**src/cluster_pkg.sv**
```systemverilog
// Purpose: Shared constants for the programmable logic cluster.
// Assumes: One 200 MHz system clock; all cluster inputs are synchronous to it.
// Notes: Register offsets are byte addresses on a 32-bit Avalon-MM slave.
// What this block does
// Ten logic cells share control and chains.
// Lookup-table output chains to the next cell.
// Register output chains into next cell's register.
// Ten cluster-wide control signals at most.
// Each cluster clock paired with its enable.
// Rising and falling edges use both clocks.
// Low enable stops the paired cluster clock.
// Asynchronous load of high acts as preset.
// Controls chosen from row clocks or local lines.
// Four-input table implements any Boolean function.
// Register works as D, T, JK or SR.
// Asynchronous load data is the fourth input.
// Combinational use bypasses the cell register.
// Three outputs, each from table or register.
// Register output may feed own lookup table.
// Registered and raw results drive separate outputs.
// Register chain shifts independent of table logic.
// Add/subtract select gives A+B or A-B.
// Subtract inverts B and forces carry-in one.
// First cell holds LSB, select drives carry.
// Clear wins over simultaneous load or preset.
// Device-wide clear overrides every register control.
// Synchronous clear or load replaces next state.
`default_nettype none
package cluster_pkg;
  localparam int CELLS   = 10;
  localparam int NCTRL   = 10;
  localparam int SEL_W   = 4;
  localparam int SEL_SRC = 3;
  localparam int ROW_W   = 8;
  localparam int LOC_W   = 8;
  localparam int IN_W    = 4;
  localparam int DATA_W  = 32;
  localparam int ADDR_W  = 8;
  localparam int BE_W    = 4;
  localparam int SEL_PER = 5;
  typedef logic [DATA_W-1:0] data_t;
  // Byte addresses of the register words.
  localparam logic [ADDR_W-1:0] OFF_CFG    = 8'h00;
  localparam logic [ADDR_W-1:0] OFF_STAT   = 8'h04;
  localparam logic [ADDR_W-1:0] OFF_SEL_LO = 8'h08;
  localparam logic [ADDR_W-1:0] OFF_SEL_HI = 8'h0c;
  localparam logic [ADDR_W-1:0] OFF_CELL   = 8'h40;
  localparam int IDX_LSB = 2;
  localparam int IDX_W   = 4;
  // Global configuration bits.
  localparam int G_FALL1 = 0;
  localparam int G_FALL2 = 1;
  localparam int G_W     = 2;
  // Cell configuration fields.
  localparam int F_MASK   = 0;
  localparam int MASK_W   = 16;
  localparam int F_MODE   = 16;
  localparam int F_CLKSEL = 18;
  localparam int F_CLRSEL = 19;
  localparam int F_ALOAD  = 20;
  localparam int F_CHAIN  = 21;
  localparam int F_LUTCH  = 22;
  localparam int F_PACK   = 23;
  localparam int F_OSEL_A = 24;
  localparam int F_OSEL_B = 25;
  localparam int F_OSEL_L = 26;
  localparam int F_ARITH  = 27;
  localparam int STAT_CO  = 10;
  localparam data_t CELL_RST = 32'h0000_0000;
  localparam logic [G_W-1:0] CFG_RST = 2'h0;
  // Control signal slots.
  localparam int C_CLK1 = 0;
  localparam int C_ENA1 = 1;
  localparam int C_CLK2 = 2;
  localparam int C_ENA2 = 3;
  localparam int C_CLR1 = 4;
  localparam int C_CLR2 = 5;
  localparam int C_SCLR = 6;
  localparam int C_LOAD = 7;
  localparam int C_SLD  = 8;
  localparam int C_ADD  = 9;
  typedef enum logic [1:0] {
    FF_D  = 2'b00,
    FF_T  = 2'b01,
    FF_JK = 2'b10,
    FF_SR = 2'b11
  } ff_mode_e;
endpackage : cluster_pkg
`default_nettype wire

```
**src/logic_cluster.sv**
```systemverilog
// Purpose: One logic cluster of ten cells with shared control signals.
// Assumes: Row clocks and local lines are plain levels sampled on clock.
// Notes: Cluster clocks are edge-detected, so they must stay below half
// the system clock rate; asynchronous controls act one edge later.
`timescale 1ns/1ps
`default_nettype none
module logic_cluster (
  input  wire logic                                     clock,
  input  wire logic                                     rst_n,
  input  wire logic [cluster_pkg::ADDR_W-1:0]           address,
  input  wire logic                                     read,
  input  wire logic                                     write,
  input  wire logic [cluster_pkg::BE_W-1:0]             byteenable,
  input  wire logic [cluster_pkg::DATA_W-1:0]           writedata,
  output logic      [cluster_pkg::DATA_W-1:0]           readdata,
  output logic                                          waitrequest,
  input  wire logic [cluster_pkg::ROW_W-1:0]            row_clock,
  input  wire logic [cluster_pkg::LOC_W-1:0]            local_ctrl,
  input  wire logic                                     device_wide_clear_n,
  input  wire logic [cluster_pkg::CELLS*cluster_pkg::IN_W-1:0] cell_data,
  input  wire logic                                     carry_in,
  input  wire logic                                     lut_chain_in,
  input  wire logic                                     reg_chain_in,
  output logic      [cluster_pkg::CELLS-1:0]            route_out_a,
  output logic      [cluster_pkg::CELLS-1:0]            route_out_b,
  output logic      [cluster_pkg::CELLS-1:0]            local_out,
  output logic                                          lut_chain_out,
  output logic                                          reg_chain_out,
  output logic                                          carry_out
);

  localparam int N  = cluster_pkg::CELLS;
  localparam int SW = cluster_pkg::SEL_W;
  localparam int HALF = cluster_pkg::SEL_PER * cluster_pkg::SEL_W;

  // Picks one control source: row clock or local interconnect line.
  function automatic logic pick_src(
    input logic [cluster_pkg::SEL_W-1:0] sel,
    input logic [cluster_pkg::ROW_W-1:0] row,
    input logic [cluster_pkg::LOC_W-1:0] loc
  );
    logic [cluster_pkg::SEL_SRC-1:0] k;
    k = sel[cluster_pkg::SEL_SRC-1:0];
    pick_src = sel[cluster_pkg::SEL_SRC] ? loc[k] : row[k];
  endfunction : pick_src

  // Applies Avalon byte enables to a stored word.
  function automatic cluster_pkg::data_t merge_be(
    input cluster_pkg::data_t            old,
    input cluster_pkg::data_t            wd,
    input logic [cluster_pkg::BE_W-1:0]  be
  );
    cluster_pkg::data_t r;
    r = old;
    for (int b = 0; b < cluster_pkg::BE_W; b++) begin
      if (be[b]) begin
        r[b*8 +: 8] = wd[b*8 +: 8];
      end
    end
    merge_be = r;
  endfunction : merge_be

  // True when the address falls on one of the cell words.
  function automatic logic cell_hit(
    input logic [cluster_pkg::ADDR_W-1:0] a
  );
    logic [cluster_pkg::ADDR_W-1:0] off;
    off = a - cluster_pkg::OFF_CELL;
    cell_hit = (a >= cluster_pkg::OFF_CELL) &&
               (off[cluster_pkg::IDX_LSB-1:0] == '0) &&
               (off[cluster_pkg::ADDR_W-1:cluster_pkg::IDX_LSB] < N);
  endfunction : cell_hit

  // Cell number addressed by a cell word.
  function automatic logic [cluster_pkg::IDX_W-1:0] cell_idx(
    input logic [cluster_pkg::ADDR_W-1:0] a
  );
    logic [cluster_pkg::ADDR_W-1:0] off;
    off = a - cluster_pkg::OFF_CELL;
    cell_idx = off[cluster_pkg::IDX_LSB +: cluster_pkg::IDX_W];
  endfunction : cell_idx

  // Next state of the configurable register; k is the second input.
  function automatic logic ff_next(
    input cluster_pkg::ff_mode_e mode,
    input logic                  q,
    input logic                  d,
    input logic                  k
  );
    logic r;
    r = q;
    unique case (mode)
      cluster_pkg::FF_D:  r = d;
      cluster_pkg::FF_T:  r = q ^ d;
      cluster_pkg::FF_JK: r = d ? (k ? ~q : 1'b1) : (k ? 1'b0 : q);
      cluster_pkg::FF_SR: r = k ? 1'b0 : (d ? 1'b1 : q);
    endcase
    ff_next = r;
  endfunction : ff_next

  // Register state.
  logic                       ack_q;
  cluster_pkg::data_t         rdata_q;
  logic [cluster_pkg::G_W-1:0] cfg_q;
  logic [2*HALF-1:0]          sel_q;
  cluster_pkg::data_t         cell_cfg_q [N];
  logic [N-1:0]               cell_q;
  logic [1:0]                 clk_prev_q;

  // Combinational nets.
  logic                       req;
  logic                       accept;
  logic                       wr_en;
  logic                       hit;
  logic [cluster_pkg::IDX_W-1:0] idx;
  cluster_pkg::data_t         rd_mux;
  logic [cluster_pkg::NCTRL-1:0] ctrl;
  logic                       clk1;
  logic                       clk2;
  logic                       tick1;
  logic                       tick2;
  logic [N-1:0]               lut_o;
  logic [N:0]                 lut_ch;
  logic [N:0]                 q_ch;
  logic [N:0]                 carry;

  // The slave answers in the second cycle of every request, so the
  // master always sees exactly one wait state; this keeps decode simple.
  assign req         = read | write;
  assign accept      = req & ~ack_q;
  assign waitrequest = accept;
  assign wr_en       = write & ack_q;
  assign hit         = cell_hit(address);
  assign idx         = cell_idx(address);
  assign readdata    = rdata_q;

  // Acknowledge flag for the single wait state.
  always_ff @(posedge clock) begin
    if (!rst_n) begin
      ack_q <= 1'b0;
    end else begin
      ack_q <= accept;
    end
  end

  // Read multiplexer; unmapped words read as zero.
  always_comb begin
    rd_mux = '0;
    if (address == cluster_pkg::OFF_CFG) begin
      rd_mux = cluster_pkg::data_t'(cfg_q);
    end else if (address == cluster_pkg::OFF_STAT) begin
      rd_mux = cluster_pkg::data_t'({carry_out, cell_q});
    end else if (address == cluster_pkg::OFF_SEL_LO) begin
      rd_mux = cluster_pkg::data_t'(sel_q[HALF-1:0]);
    end else if (address == cluster_pkg::OFF_SEL_HI) begin
      rd_mux = cluster_pkg::data_t'(sel_q[2*HALF-1:HALF]);
    end else if (hit) begin
      rd_mux = cell_cfg_q[idx];
    end
  end

  // Read data is captured in the wait cycle and stands at the accept edge.
  always_ff @(posedge clock) begin
    if (!rst_n) begin
      rdata_q <= '0;
    end else if (accept && read) begin
      rdata_q <= rd_mux;
    end
  end

  // Edge-polarity configuration for the two cluster clocks.
  always_ff @(posedge clock) begin
    if (!rst_n) begin
      cfg_q <= cluster_pkg::CFG_RST;
    end else if (wr_en && address == cluster_pkg::OFF_CFG) begin
      cfg_q <= cluster_pkg::G_W'(merge_be(cluster_pkg::data_t'(cfg_q),
                                          writedata, byteenable));
    end
  end

  // Source selectors for the ten control slots, five per word.
  always_ff @(posedge clock) begin
    if (!rst_n) begin
      sel_q <= '0;
    end else if (wr_en && address == cluster_pkg::OFF_SEL_LO) begin
      sel_q[HALF-1:0] <= HALF'(merge_be(
        cluster_pkg::data_t'(sel_q[HALF-1:0]), writedata, byteenable));
    end else if (wr_en && address == cluster_pkg::OFF_SEL_HI) begin
      sel_q[2*HALF-1:HALF] <= HALF'(merge_be(
        cluster_pkg::data_t'(sel_q[2*HALF-1:HALF]), writedata, byteenable));
    end
  end

  // Each slot picks a row clock or a local line as its source.
  for (genvar s = 0; s < cluster_pkg::NCTRL; s++) begin : g_ctrl
    assign ctrl[s] = pick_src(sel_q[s*SW +: SW], row_clock, local_ctrl);
  end

  assign clk1 = ctrl[cluster_pkg::C_CLK1];
  assign clk2 = ctrl[cluster_pkg::C_CLK2];

  // Previous cluster clock levels for edge detection.
  always_ff @(posedge clock) begin
    if (!rst_n) begin
      clk_prev_q <= 2'h0;
    end else begin
      clk_prev_q <= {clk2, clk1};
    end
  end

  // A clock edge only counts while its own enable is high; one clock can
  // be set to rising and the other to falling to serve both edges.
  assign tick1 = (cfg_q[cluster_pkg::G_FALL1] ? (~clk1 & clk_prev_q[0])
                                              : (clk1 & ~clk_prev_q[0]))
               & ctrl[cluster_pkg::C_ENA1];
  assign tick2 = (cfg_q[cluster_pkg::G_FALL2] ? (~clk2 & clk_prev_q[1])
                                              : (clk2 & ~clk_prev_q[1]))
               & ctrl[cluster_pkg::C_ENA2];

  // Chain heads enter at the first cell; subtraction forces carry-in.
  assign lut_ch[0] = lut_chain_in;
  assign q_ch[0]   = reg_chain_in;
  assign carry[0]  = ctrl[cluster_pkg::C_ADD] ? 1'b1 : carry_in;

  // The ten cells, all sharing the same control slots.
  for (genvar i = 0; i < N; i++) begin : g_cell
    cluster_pkg::data_t              c;
    logic [cluster_pkg::IN_W-1:0]    d;
    logic [cluster_pkg::MASK_W-1:0]  mask;
    logic [cluster_pkg::IN_W-1:0]    li;
    logic                            in0;
    logic                            in2;
    logic                            b;
    logic                            sum;
    logic                            ff_d;
    logic                            tick;
    logic                            aclr;

    assign c    = cell_cfg_q[i];
    assign d    = cell_data[i*cluster_pkg::IN_W +: cluster_pkg::IN_W];
    assign mask = c[cluster_pkg::F_MASK +: cluster_pkg::MASK_W];

    // Configuration word for this cell.
    always_ff @(posedge clock) begin
      if (!rst_n) begin
        cell_cfg_q[i] <= cluster_pkg::CELL_RST;
      end else if (wr_en && hit && idx == i) begin
        cell_cfg_q[i] <= merge_be(cell_cfg_q[i], writedata, byteenable);
      end
    end

    // Table inputs may come from the previous cell or own register.
    assign in0 = c[cluster_pkg::F_LUTCH] ? lut_ch[i] : d[0];
    assign in2 = c[cluster_pkg::F_PACK] ? cell_q[i] : d[2];
    assign li  = {d[3], in2, d[1], in0};

    // Arithmetic: B is inverted when subtracting.
    assign b   = d[1] ^ ctrl[cluster_pkg::C_ADD];
    assign sum = d[0] ^ b ^ carry[i];

    // Non-arithmetic cells pass the carry through unchanged.
    assign carry[i+1] = c[cluster_pkg::F_ARITH]
                      ? ((d[0] & b) | (carry[i] & (d[0] ^ b)))
                      : carry[i];

    // Any function of four inputs is a lookup into the mask.
    assign lut_o[i]  = c[cluster_pkg::F_ARITH] ? sum : mask[li];
    assign lut_ch[i+1] = lut_o[i];

    // Register data: own table, or previous register for shifting.
    assign ff_d = c[cluster_pkg::F_CHAIN] ? q_ch[i] : lut_o[i];
    assign tick = c[cluster_pkg::F_CLKSEL] ? tick2 : tick1;
    assign aclr = c[cluster_pkg::F_CLRSEL] ? ctrl[cluster_pkg::C_CLR2]
                                           : ctrl[cluster_pkg::C_CLR1];

    // Priority: device clear, clear, asynchronous load, then the
    // clocked path; clear and load act without a cluster clock edge.
    always_ff @(posedge clock) begin
      if (!rst_n) begin
        cell_q[i] <= 1'b0;
      end else if (!device_wide_clear_n) begin
        cell_q[i] <= 1'b0;
      end else if (aclr) begin
        cell_q[i] <= 1'b0;
      end else if (c[cluster_pkg::F_ALOAD] && ctrl[cluster_pkg::C_LOAD]) begin
        cell_q[i] <= d[3];
      end else if (tick) begin
        if (ctrl[cluster_pkg::C_SCLR]) begin
          cell_q[i] <= 1'b0;
        end else if (ctrl[cluster_pkg::C_SLD]) begin
          cell_q[i] <= d[3];
        end else begin
          cell_q[i] <= ff_next(
            cluster_pkg::ff_mode_e'(c[cluster_pkg::F_MODE +: 2]),
            cell_q[i], ff_d, d[2]);
        end
      end
    end

    assign q_ch[i+1] = cell_q[i];

    // Each output picks the table or the register independently, so
    // raw and registered results can leave on different pins.
    assign route_out_a[i] = c[cluster_pkg::F_OSEL_A] ? cell_q[i] : lut_o[i];
    assign route_out_b[i] = c[cluster_pkg::F_OSEL_B] ? cell_q[i] : lut_o[i];
    assign local_out[i]   = c[cluster_pkg::F_OSEL_L] ? cell_q[i] : lut_o[i];
  end

  // Chain tails leave from the last cell.
  assign lut_chain_out = lut_ch[N];
  assign reg_chain_out = q_ch[N];
  assign carry_out     = carry[N];

endmodule : logic_cluster
`default_nettype wire

```
**config.mk**
```make
export PLATFORM = sky130hd
export DESIGN_NAME = logic_cluster
export DESIGN_NICKNAME = d
export VERILOG_FILES = /design/src/cluster_pkg.sv /design/src/logic_cluster.sv
export SDC_FILE = /design/constraint.sdc
export NUM_CORES = 1
export LEC_CHECK = 0
export BUFFER_PORTS_ARGS = -buffer_cell sky130_fd_sc_hd__buf_2
export CORE_ASPECT_RATIO = 1.25
export CORE_MARGIN = 2
export CORE_UTILIZATION = 40
export CTS_CLUSTER_DIAMETER = 40
export CTS_CLUSTER_SIZE = 16
export DETAILED_ROUTE_END_ITERATION = 10
export GPL_ROUTABILITY_DRIVEN = 1
export HOLD_SLACK_MARGIN = 0.06
export PLACE_DENSITY = 0.66
export SETUP_SLACK_MARGIN = 0.5
export SYNTH_ARGS = -nofsm -noshare
export SYNTH_HDL_FRONTEND = slang
export SYNTH_SLANG_ARGS = --single-unit
```
**constraint.sdc**
```tcl
create_clock -name clock -period 14.64 [get_ports clock]
set_clock_uncertainty 0.2 [all_clocks]
set_input_delay 2.928 -clock clock [delete_from_list [all_inputs] [get_ports clock]]
set_output_delay 2.928 -clock clock [all_outputs]
set_load 0.02 [all_outputs]
```
* Yosys cells after proc, flatten, opt, wreduce, memory -nomap -nowiden
Memory sizes are Yosys's and may differ from the RTL's.
Index checks and enable logic that the tools add are counted.
** Storage, ports and cells
- Output and inout bits :: 66
- Memories :: 1
- RAM bits :: 320
- Bits in registers :: 87
- Logic and storage cells :: 729
** Operators by class
- Multiplexer cells :: 439
- Equality and inequality tests :: 62
- Bitwise gates (word level) :: 107
- Reductions and logical operators :: 77
- $lt $le $gt $ge :: 22
- Add/subtract/negate cells :: 1
** Memory list
- cell_cfg_q :: words 10, width 32, read ports 11, clocked after memory_dff 0, wr ports 10, line logic_cluster.sv:106 : cluster_pkg::data_t cell_cfg_q [N];
** Operator list (count)
- $mux W8 :: 120
- $mux W32 :: 15
- $mux W1 :: 264
- $ne A6 B6 Y1 const B :: 20
- $bmux W1 S3 :: 20
- $lt A4 B5 Y1 const B :: 10
- $bmux W1 S4 :: 10
- $eq A2 B2 Y1 const B :: 20
- $lt A3 B4 Y1 const B :: 10
- $pmux W1 S4 :: 10
- $xor A1 B1 Y1 :: 40
- $reduce_and A3 Y1 :: 13
- $reduce_or A3 Y1 :: 10
- $and A1 B1 Y1 :: 28
- $logic_and A1 B1 Y1 :: 27
- $logic_not A2 Y1 :: 11
- $or A1 B1 Y1 :: 21
- $eq A2 B1 Y1 const B :: 10
- $reduce_bool A2 Y1 :: 10
- $not A1 Y1 :: 18
- $eq A4 B3 Y1 const B :: 4
- $eq A8 B4 Y1 const B :: 2
- $eq A4 B2 Y1 const B :: 2
- $eq A4 B4 Y1 const B :: 2
- 8 further kinds :: 11

* Logic depth before layout (Yosys ltp)
- Depth in word-level cells :: 51
- Mapped depth :: 39
- Mapped depth without buffers :: 37

* Worst setup path after synthesis
OpenSTA, ideal clock, no wires.
- Path kind :: input to output
- Start :: in local_ctrl[7] in the netlist's numbering
- End :: out local_out[9] in the netlist's numbering
- Data arrival time :: 11.425 ns
- Data required time :: 11.512 ns
- Cell stages on the path :: 34
- Path buffers :: 1
- Slack :: 0.087 ns
- Path through :: mux4_2 mux4_2 clkbuf_1 xnor2_1 fa_1 nand2_1 o31ai_1 fa_1 mux2i_1 fa_1 mux2_2 fa_1 mux2_2 fa_1 mux2_2 fa_1 mux4_2 o22ai_1 nor2_1 nor2_1 a311oi_1 o21ai_1 a22oi_1 o211ai_2 nand4_4 a21oi_2 mux2_1 o21ai_1 o22ai_2 o21ai_2 mux2_4 a41o_1 or2_4 o21ai_0
** Between the ends
- Cells in the longest elaborated chain, start to end :: 44
** RTL lines
- from (decl) :: line logic_cluster.sv:18 : input wire logic [cluster_pkg::LOC_W-1:0] local_ctrl,
- $bmux W1 S3 * :: line logic_cluster.sv:44 : pick_src = sel[cluster_pkg::SEL_SRC] ? loc[k] : row[k];
- $mux W1 (implied by the code) * :: line logic_cluster.sv:44
- $mux W1 * :: line logic_cluster.sv:44
- $xor A1 B1 Y1 :: line logic_cluster.sv:258 : assign b = d[1] ^ ctrl[cluster_pkg::C_ADD];
- $xor A1 B1 Y1 :: line logic_cluster.sv:259, logic_cluster.sv:263
- $xor A1 B1 Y1 :: line logic_cluster.sv:259 : assign sum = d[0] ^ b ^ carry[i];
- $mux W1 :: line logic_cluster.sv:267 : assign lut_o[i] = c[cluster_pkg::F_ARITH] ? sum : mask[li];
- $mux W1 :: line logic_cluster.sv:253 : assign in0 = c[cluster_pkg::F_LUTCH] ? lut_ch[i] : d[0];
- [... 28 more ...]
- $bmux W1 S4 :: line logic_cluster.sv:267
- $mux W1 (implied by the code) :: line logic_cluster.sv:267
- $mux W1 :: line logic_cluster.sv:267
- $mux W1 :: line logic_cluster.sv:253
- $bmux W1 S4 :: line logic_cluster.sv:267
- $mux W1 (implied by the code) :: line logic_cluster.sv:267
- $mux W1 * :: line logic_cluster.sv:267
- $mux W1 * :: line logic_cluster.sv:306 : assign local_out[i] = c[cluster_pkg::F_OSEL_L] ? cell_q[i] : lut_o[i];
- to (decl) :: line logic_cluster.sv:26 : output logic [cluster_pkg::CELLS-1:0] local_out,
Every way passes the cells marked *; elsewhere a longest branch is shown, timed or not. The select of a mux whose other input is x is not followed.

* Worst setup path in the final report
- Start :: in row_clock[3] in the netlist's numbering
- End :: out route_out_a[9] in the netlist's numbering
** Between the ends
- Cells in the longest elaborated chain, start to end :: 44
** RTL lines
- from (decl) :: line logic_cluster.sv:17 : input wire logic [cluster_pkg::ROW_W-1:0] row_clock,
- $bmux W1 S3 * :: line logic_cluster.sv:44
- $mux W1 (implied by the code) * :: line logic_cluster.sv:44
- $mux W1 * :: line logic_cluster.sv:44
- $xor A1 B1 Y1 :: line logic_cluster.sv:258
- $xor A1 B1 Y1 :: line logic_cluster.sv:259, logic_cluster.sv:263
- $xor A1 B1 Y1 :: line logic_cluster.sv:259
- $mux W1 :: line logic_cluster.sv:267
- $mux W1 :: line logic_cluster.sv:253
- [... 28 more ...]
- $bmux W1 S4 :: line logic_cluster.sv:267
- $mux W1 (implied by the code) :: line logic_cluster.sv:267
- $mux W1 :: line logic_cluster.sv:267
- $mux W1 :: line logic_cluster.sv:253
- $bmux W1 S4 :: line logic_cluster.sv:267
- $mux W1 (implied by the code) :: line logic_cluster.sv:267
- $mux W1 * :: line logic_cluster.sv:267
- $mux W1 * :: line logic_cluster.sv:304 : assign route_out_a[i] = c[cluster_pkg::F_OSEL_A] ? cell_q[i] : lut_o[i];
- to (decl) :: line logic_cluster.sv:24 : output logic [cluster_pkg::CELLS-1:0] route_out_a,
Marks and branches as above.

==> reports/metrics.yaml <==
grt_util_met3: 0.05377
critical_path.reg2reg.endpoint: "reg_chain_out$_SDFFE_PP0P_"
via_count_of_the_first_global_routing_pass: 19060
cp_slowest_stage_delay_ps: 610
io_buffers: 173
post_synth_inst_count: 2156
antenna_found_initial: 18
globalRouteMet1Util: 0.3148
synthDominantAreaCellType: "edfxtp_1"
avgSynthCellArea_um2: 11.42
wl_per_cell_um: 27.28
grt_pass1_wl_um: 124200
post-route-drc-count: 0
crit_path_top_delay_cell: "mux4_2"
cts_root_buf: "clkbuf_16"
synth_largest_type_area_fraction: 0.3903
number_of_cell_rows: 101
cp_top_family: "compound AO/OA/AOI/OAI gates"
r2r_start: "sel_q[36]$_SDFFE_PN0P_"
estimated_wirelength_of_the_detail_placed_design_um: 64480
post-route-worst-setup-slack_ps: -117.4
clock.fmax_ghz: 0.06776
timing.slew.headroom: 0.1308
design.die.area_mm2: 0.06357
number_of_clock_buffers_inserted_by_tritoncts: 49
setup.worst_path.end_class: "output port"
holdPathEnd: "readdata[1]$_SDFFE_PN0P_"
mappedNetlistNets: 2274
final_area_mm2: 0.02887
synth-seq-area-share: 0.4610
timing_max_transition_violations_final: 0
cts-root-to-sink-buffers: 3
hold_fix_buffers_cts: 0
startpoint_type: "primary input"
globalplace.congestion: 0.9488
ys_ff_latch: 407
fin_total_pwr_mw: 3.172
failed_checks: "negative setup slack"
final_nets: 2408
fin_crit_ps: 14760
finalSetupViolations: 4
synth_area_mm2: 0.02462
drt_iter0_drc: 2209
dieHeight_um: 281.4
synth.area.top_cells: "edfxtp_1, mux4_2, and2_1, dfxtp_1, mux2i_1"
share_of_the_clock_period_used_by_the_worst_path: 1.008
synth_most_common_cell: "and2_1"
tritoncts: "done"
status: "complete, but fails checks"
avgViaCountPerCell: 6.099
clkSinkCount: 407
ys.flop_type: "edfxtp_1"
critPathRequiredTime_ps: 11510
timing_worst_setup_path_type: "primary input to output port"
top_level_ports: 174
grt_overflow_total: 0
starting_utilization_of_the_core_area: 0.4051
die_x_um: 225.9
power-per-cell-area_mw_per_mm2: 109.9
postPlaceCellArea_mm2: 0.02638
drive_gt1_frac: 0.2656
cts.reportedPaths.clkPinSlew_ps: 60
power.static_leakage_nw: 10.71
crit_fanout: 7
async_flop_share: 0
ys_types: 89
setup_repair_after_global_routing_missed_its_margin: "yes"
gr-usage-met2: 0.4492
synth.top_cells.by_count: "and2_1, edfxtp_1, nand2_1, mux2i_1, clkbuf_1"
worstRegToRegCells: 39
gr-max-usage-layer: "met2"
area_growth_syn_to_layout_pct: 17.26
worst-r2r-setup-slack_ps: 4820
cp.arrival_ps: 11630
htree_levels: 2
routed_wl_um: 86360
dr.pass1.iters: 6
timing.max_cap.violations: 0
critical_path.n_buffers_inverters: 5
ys.warnings.count: 0
max_slew.worst_pin.slew_ps: 1295
irDropWorstVdd_mv: 0.09578
drt.antenna.violating_nets: 0
grt_usage: 0.2666
fp.coreArea_mm2: 0.06078
worst_hold_startpoint: "readdata[1]$_SDFFE_PN0P_"
insertion_delay_ps: 630
vias: 19310
largest_net_degree_at_the_start_of_global_routing: 74
hold_path_class: "register to register"
min_delay_path_depth: 2
number_of_flops_mapped_to_enable_cells_by_yosys: 320
hold_violation_count_in_the_final_report: 0
logic make-up (layout without fill, tap and decap cells):
kind of cell,count (synthesis),count (layout),share of synthesized area
compound gates,346,346,0.09782
xor+xnor,10,10,0.003557
fa+ha+maj,10,10,0.008130
buf+inv,179,354,0.02866
flops,407,407,0.4610
mux,341,341,0.2090
other cells,0,11,0
simple gates,863,863,0.1918
flip-flops by register name, indices dropped and copies added, names as in the netlist:
signal         flops
cell_q             9
ack_q              1
clk_prev_q         2
cell_cfg_q       320
sel_q             40
readdata          32
reg_chain_out      1
cfg_q              2
per-stage QoR:
| stage | setup WS [ps] | hold WS [ps] | std cells | util | setup TNS, ps |
|---|---|---|---|---|---|
| floorplan | 534.8 | 258.1 | 2156 | - | 0 |
| global placement | -172.6 | 289.2 | 3045 | 0.4340 | -669.9 |
| detailed placement | -405.0 | 289.0 | 3045 | 0.4340 | -1724 |
| CTS | 9.203 | 296.5 | 3144 | 0.4696 | 0 |
| global route | -399.5 | 333.2 | 3159 | 0.4747 | -1492 |
| finish | -117.4 | 295.1 | 3166 | 0.4750 | -348.8 |
layout by cell type (no fill, tap or decap), types with 19 or more instances in the layout:
cell         n
nor2_1      46
a22oi_1     28
nand2_1    221
buf_4       74
a211oi_1    40
nor2b_1     97
nand2b_1    27
o22ai_1     19
clkbuf_16   49
buf_2      153
dfxtp_1     87
edfxtp_1   320
buf_6       21
mux4_2     129
a21boi_0    19
mux2_2      53
a21oi_1     54
mux2i_1    139
and2_1     343
nand3_1     37
o21ai_0     67
power breakdown:
group	internal, mW	switching, mW	leakage, nW
clock	0.820	0.577	0.894
sequential	1.27	0.0332	4.01
combinational	0.188	0.279	5.80
worst reg2reg max path, delay by kind of cell (launching register included):
family	cells	cell delay (ps)
flops	1	590
xor+xnor	1	200
compound gates	16	3330
buf+inv	4	600
simple gates	11	2100
fa+ha+maj	2	930
mux	5	1780
how the worst max path moves through the flow:
| stage | start | endpoint | slack, ps | cells past startpoint |
|---|---|---|---|---|
| 2_1_floorplan | local_ctrl[7] | local_out[9] | 530 | 34 |
| 3_3_place_gp | row_clock[3] | local_out[9] | -170 | 36 |
| 3_5_place_dp | row_clock[3] | local_out[9] | -410 | 36 |
| 4_1_cts | row_clock[3] | local_out[9] | 9 | 37 |
| 5_1_grt | row_clock[3] | route_out_a[9] | -400 | 39 |
| 6_report | row_clock[3] | route_out_a[9] | -120 | 39 |
repair_timing:
action / CTS / global route
setup buffers: 7 / 11
gates resized for setup: 49 / 45
endpoints found under the setup margin: 7 / 7
pin swaps: 10 / 22
gates cloned: 0 / 0
layout make-up:
type                       count  area (µm²)
clock inverter                43       659.4
inverter                      14       55.05
fill                        5447       31910
timing repair buffer         248        1558
tap                          824        1031
clock buffer                  49        1226
antenna                       11       27.53
sequential                   407       11350
multi-input combinational   1570       12960
per-layer routing:
metal | up-vias | wire length [µm]
li1 | 8324 | -
met1 | 9647 | 31740
met2 | 1026 | 41540
met3 | 292 | 7047
met4 | 20 | 5898
met5 | - | 140
Power figures use the tool's default switching activity.
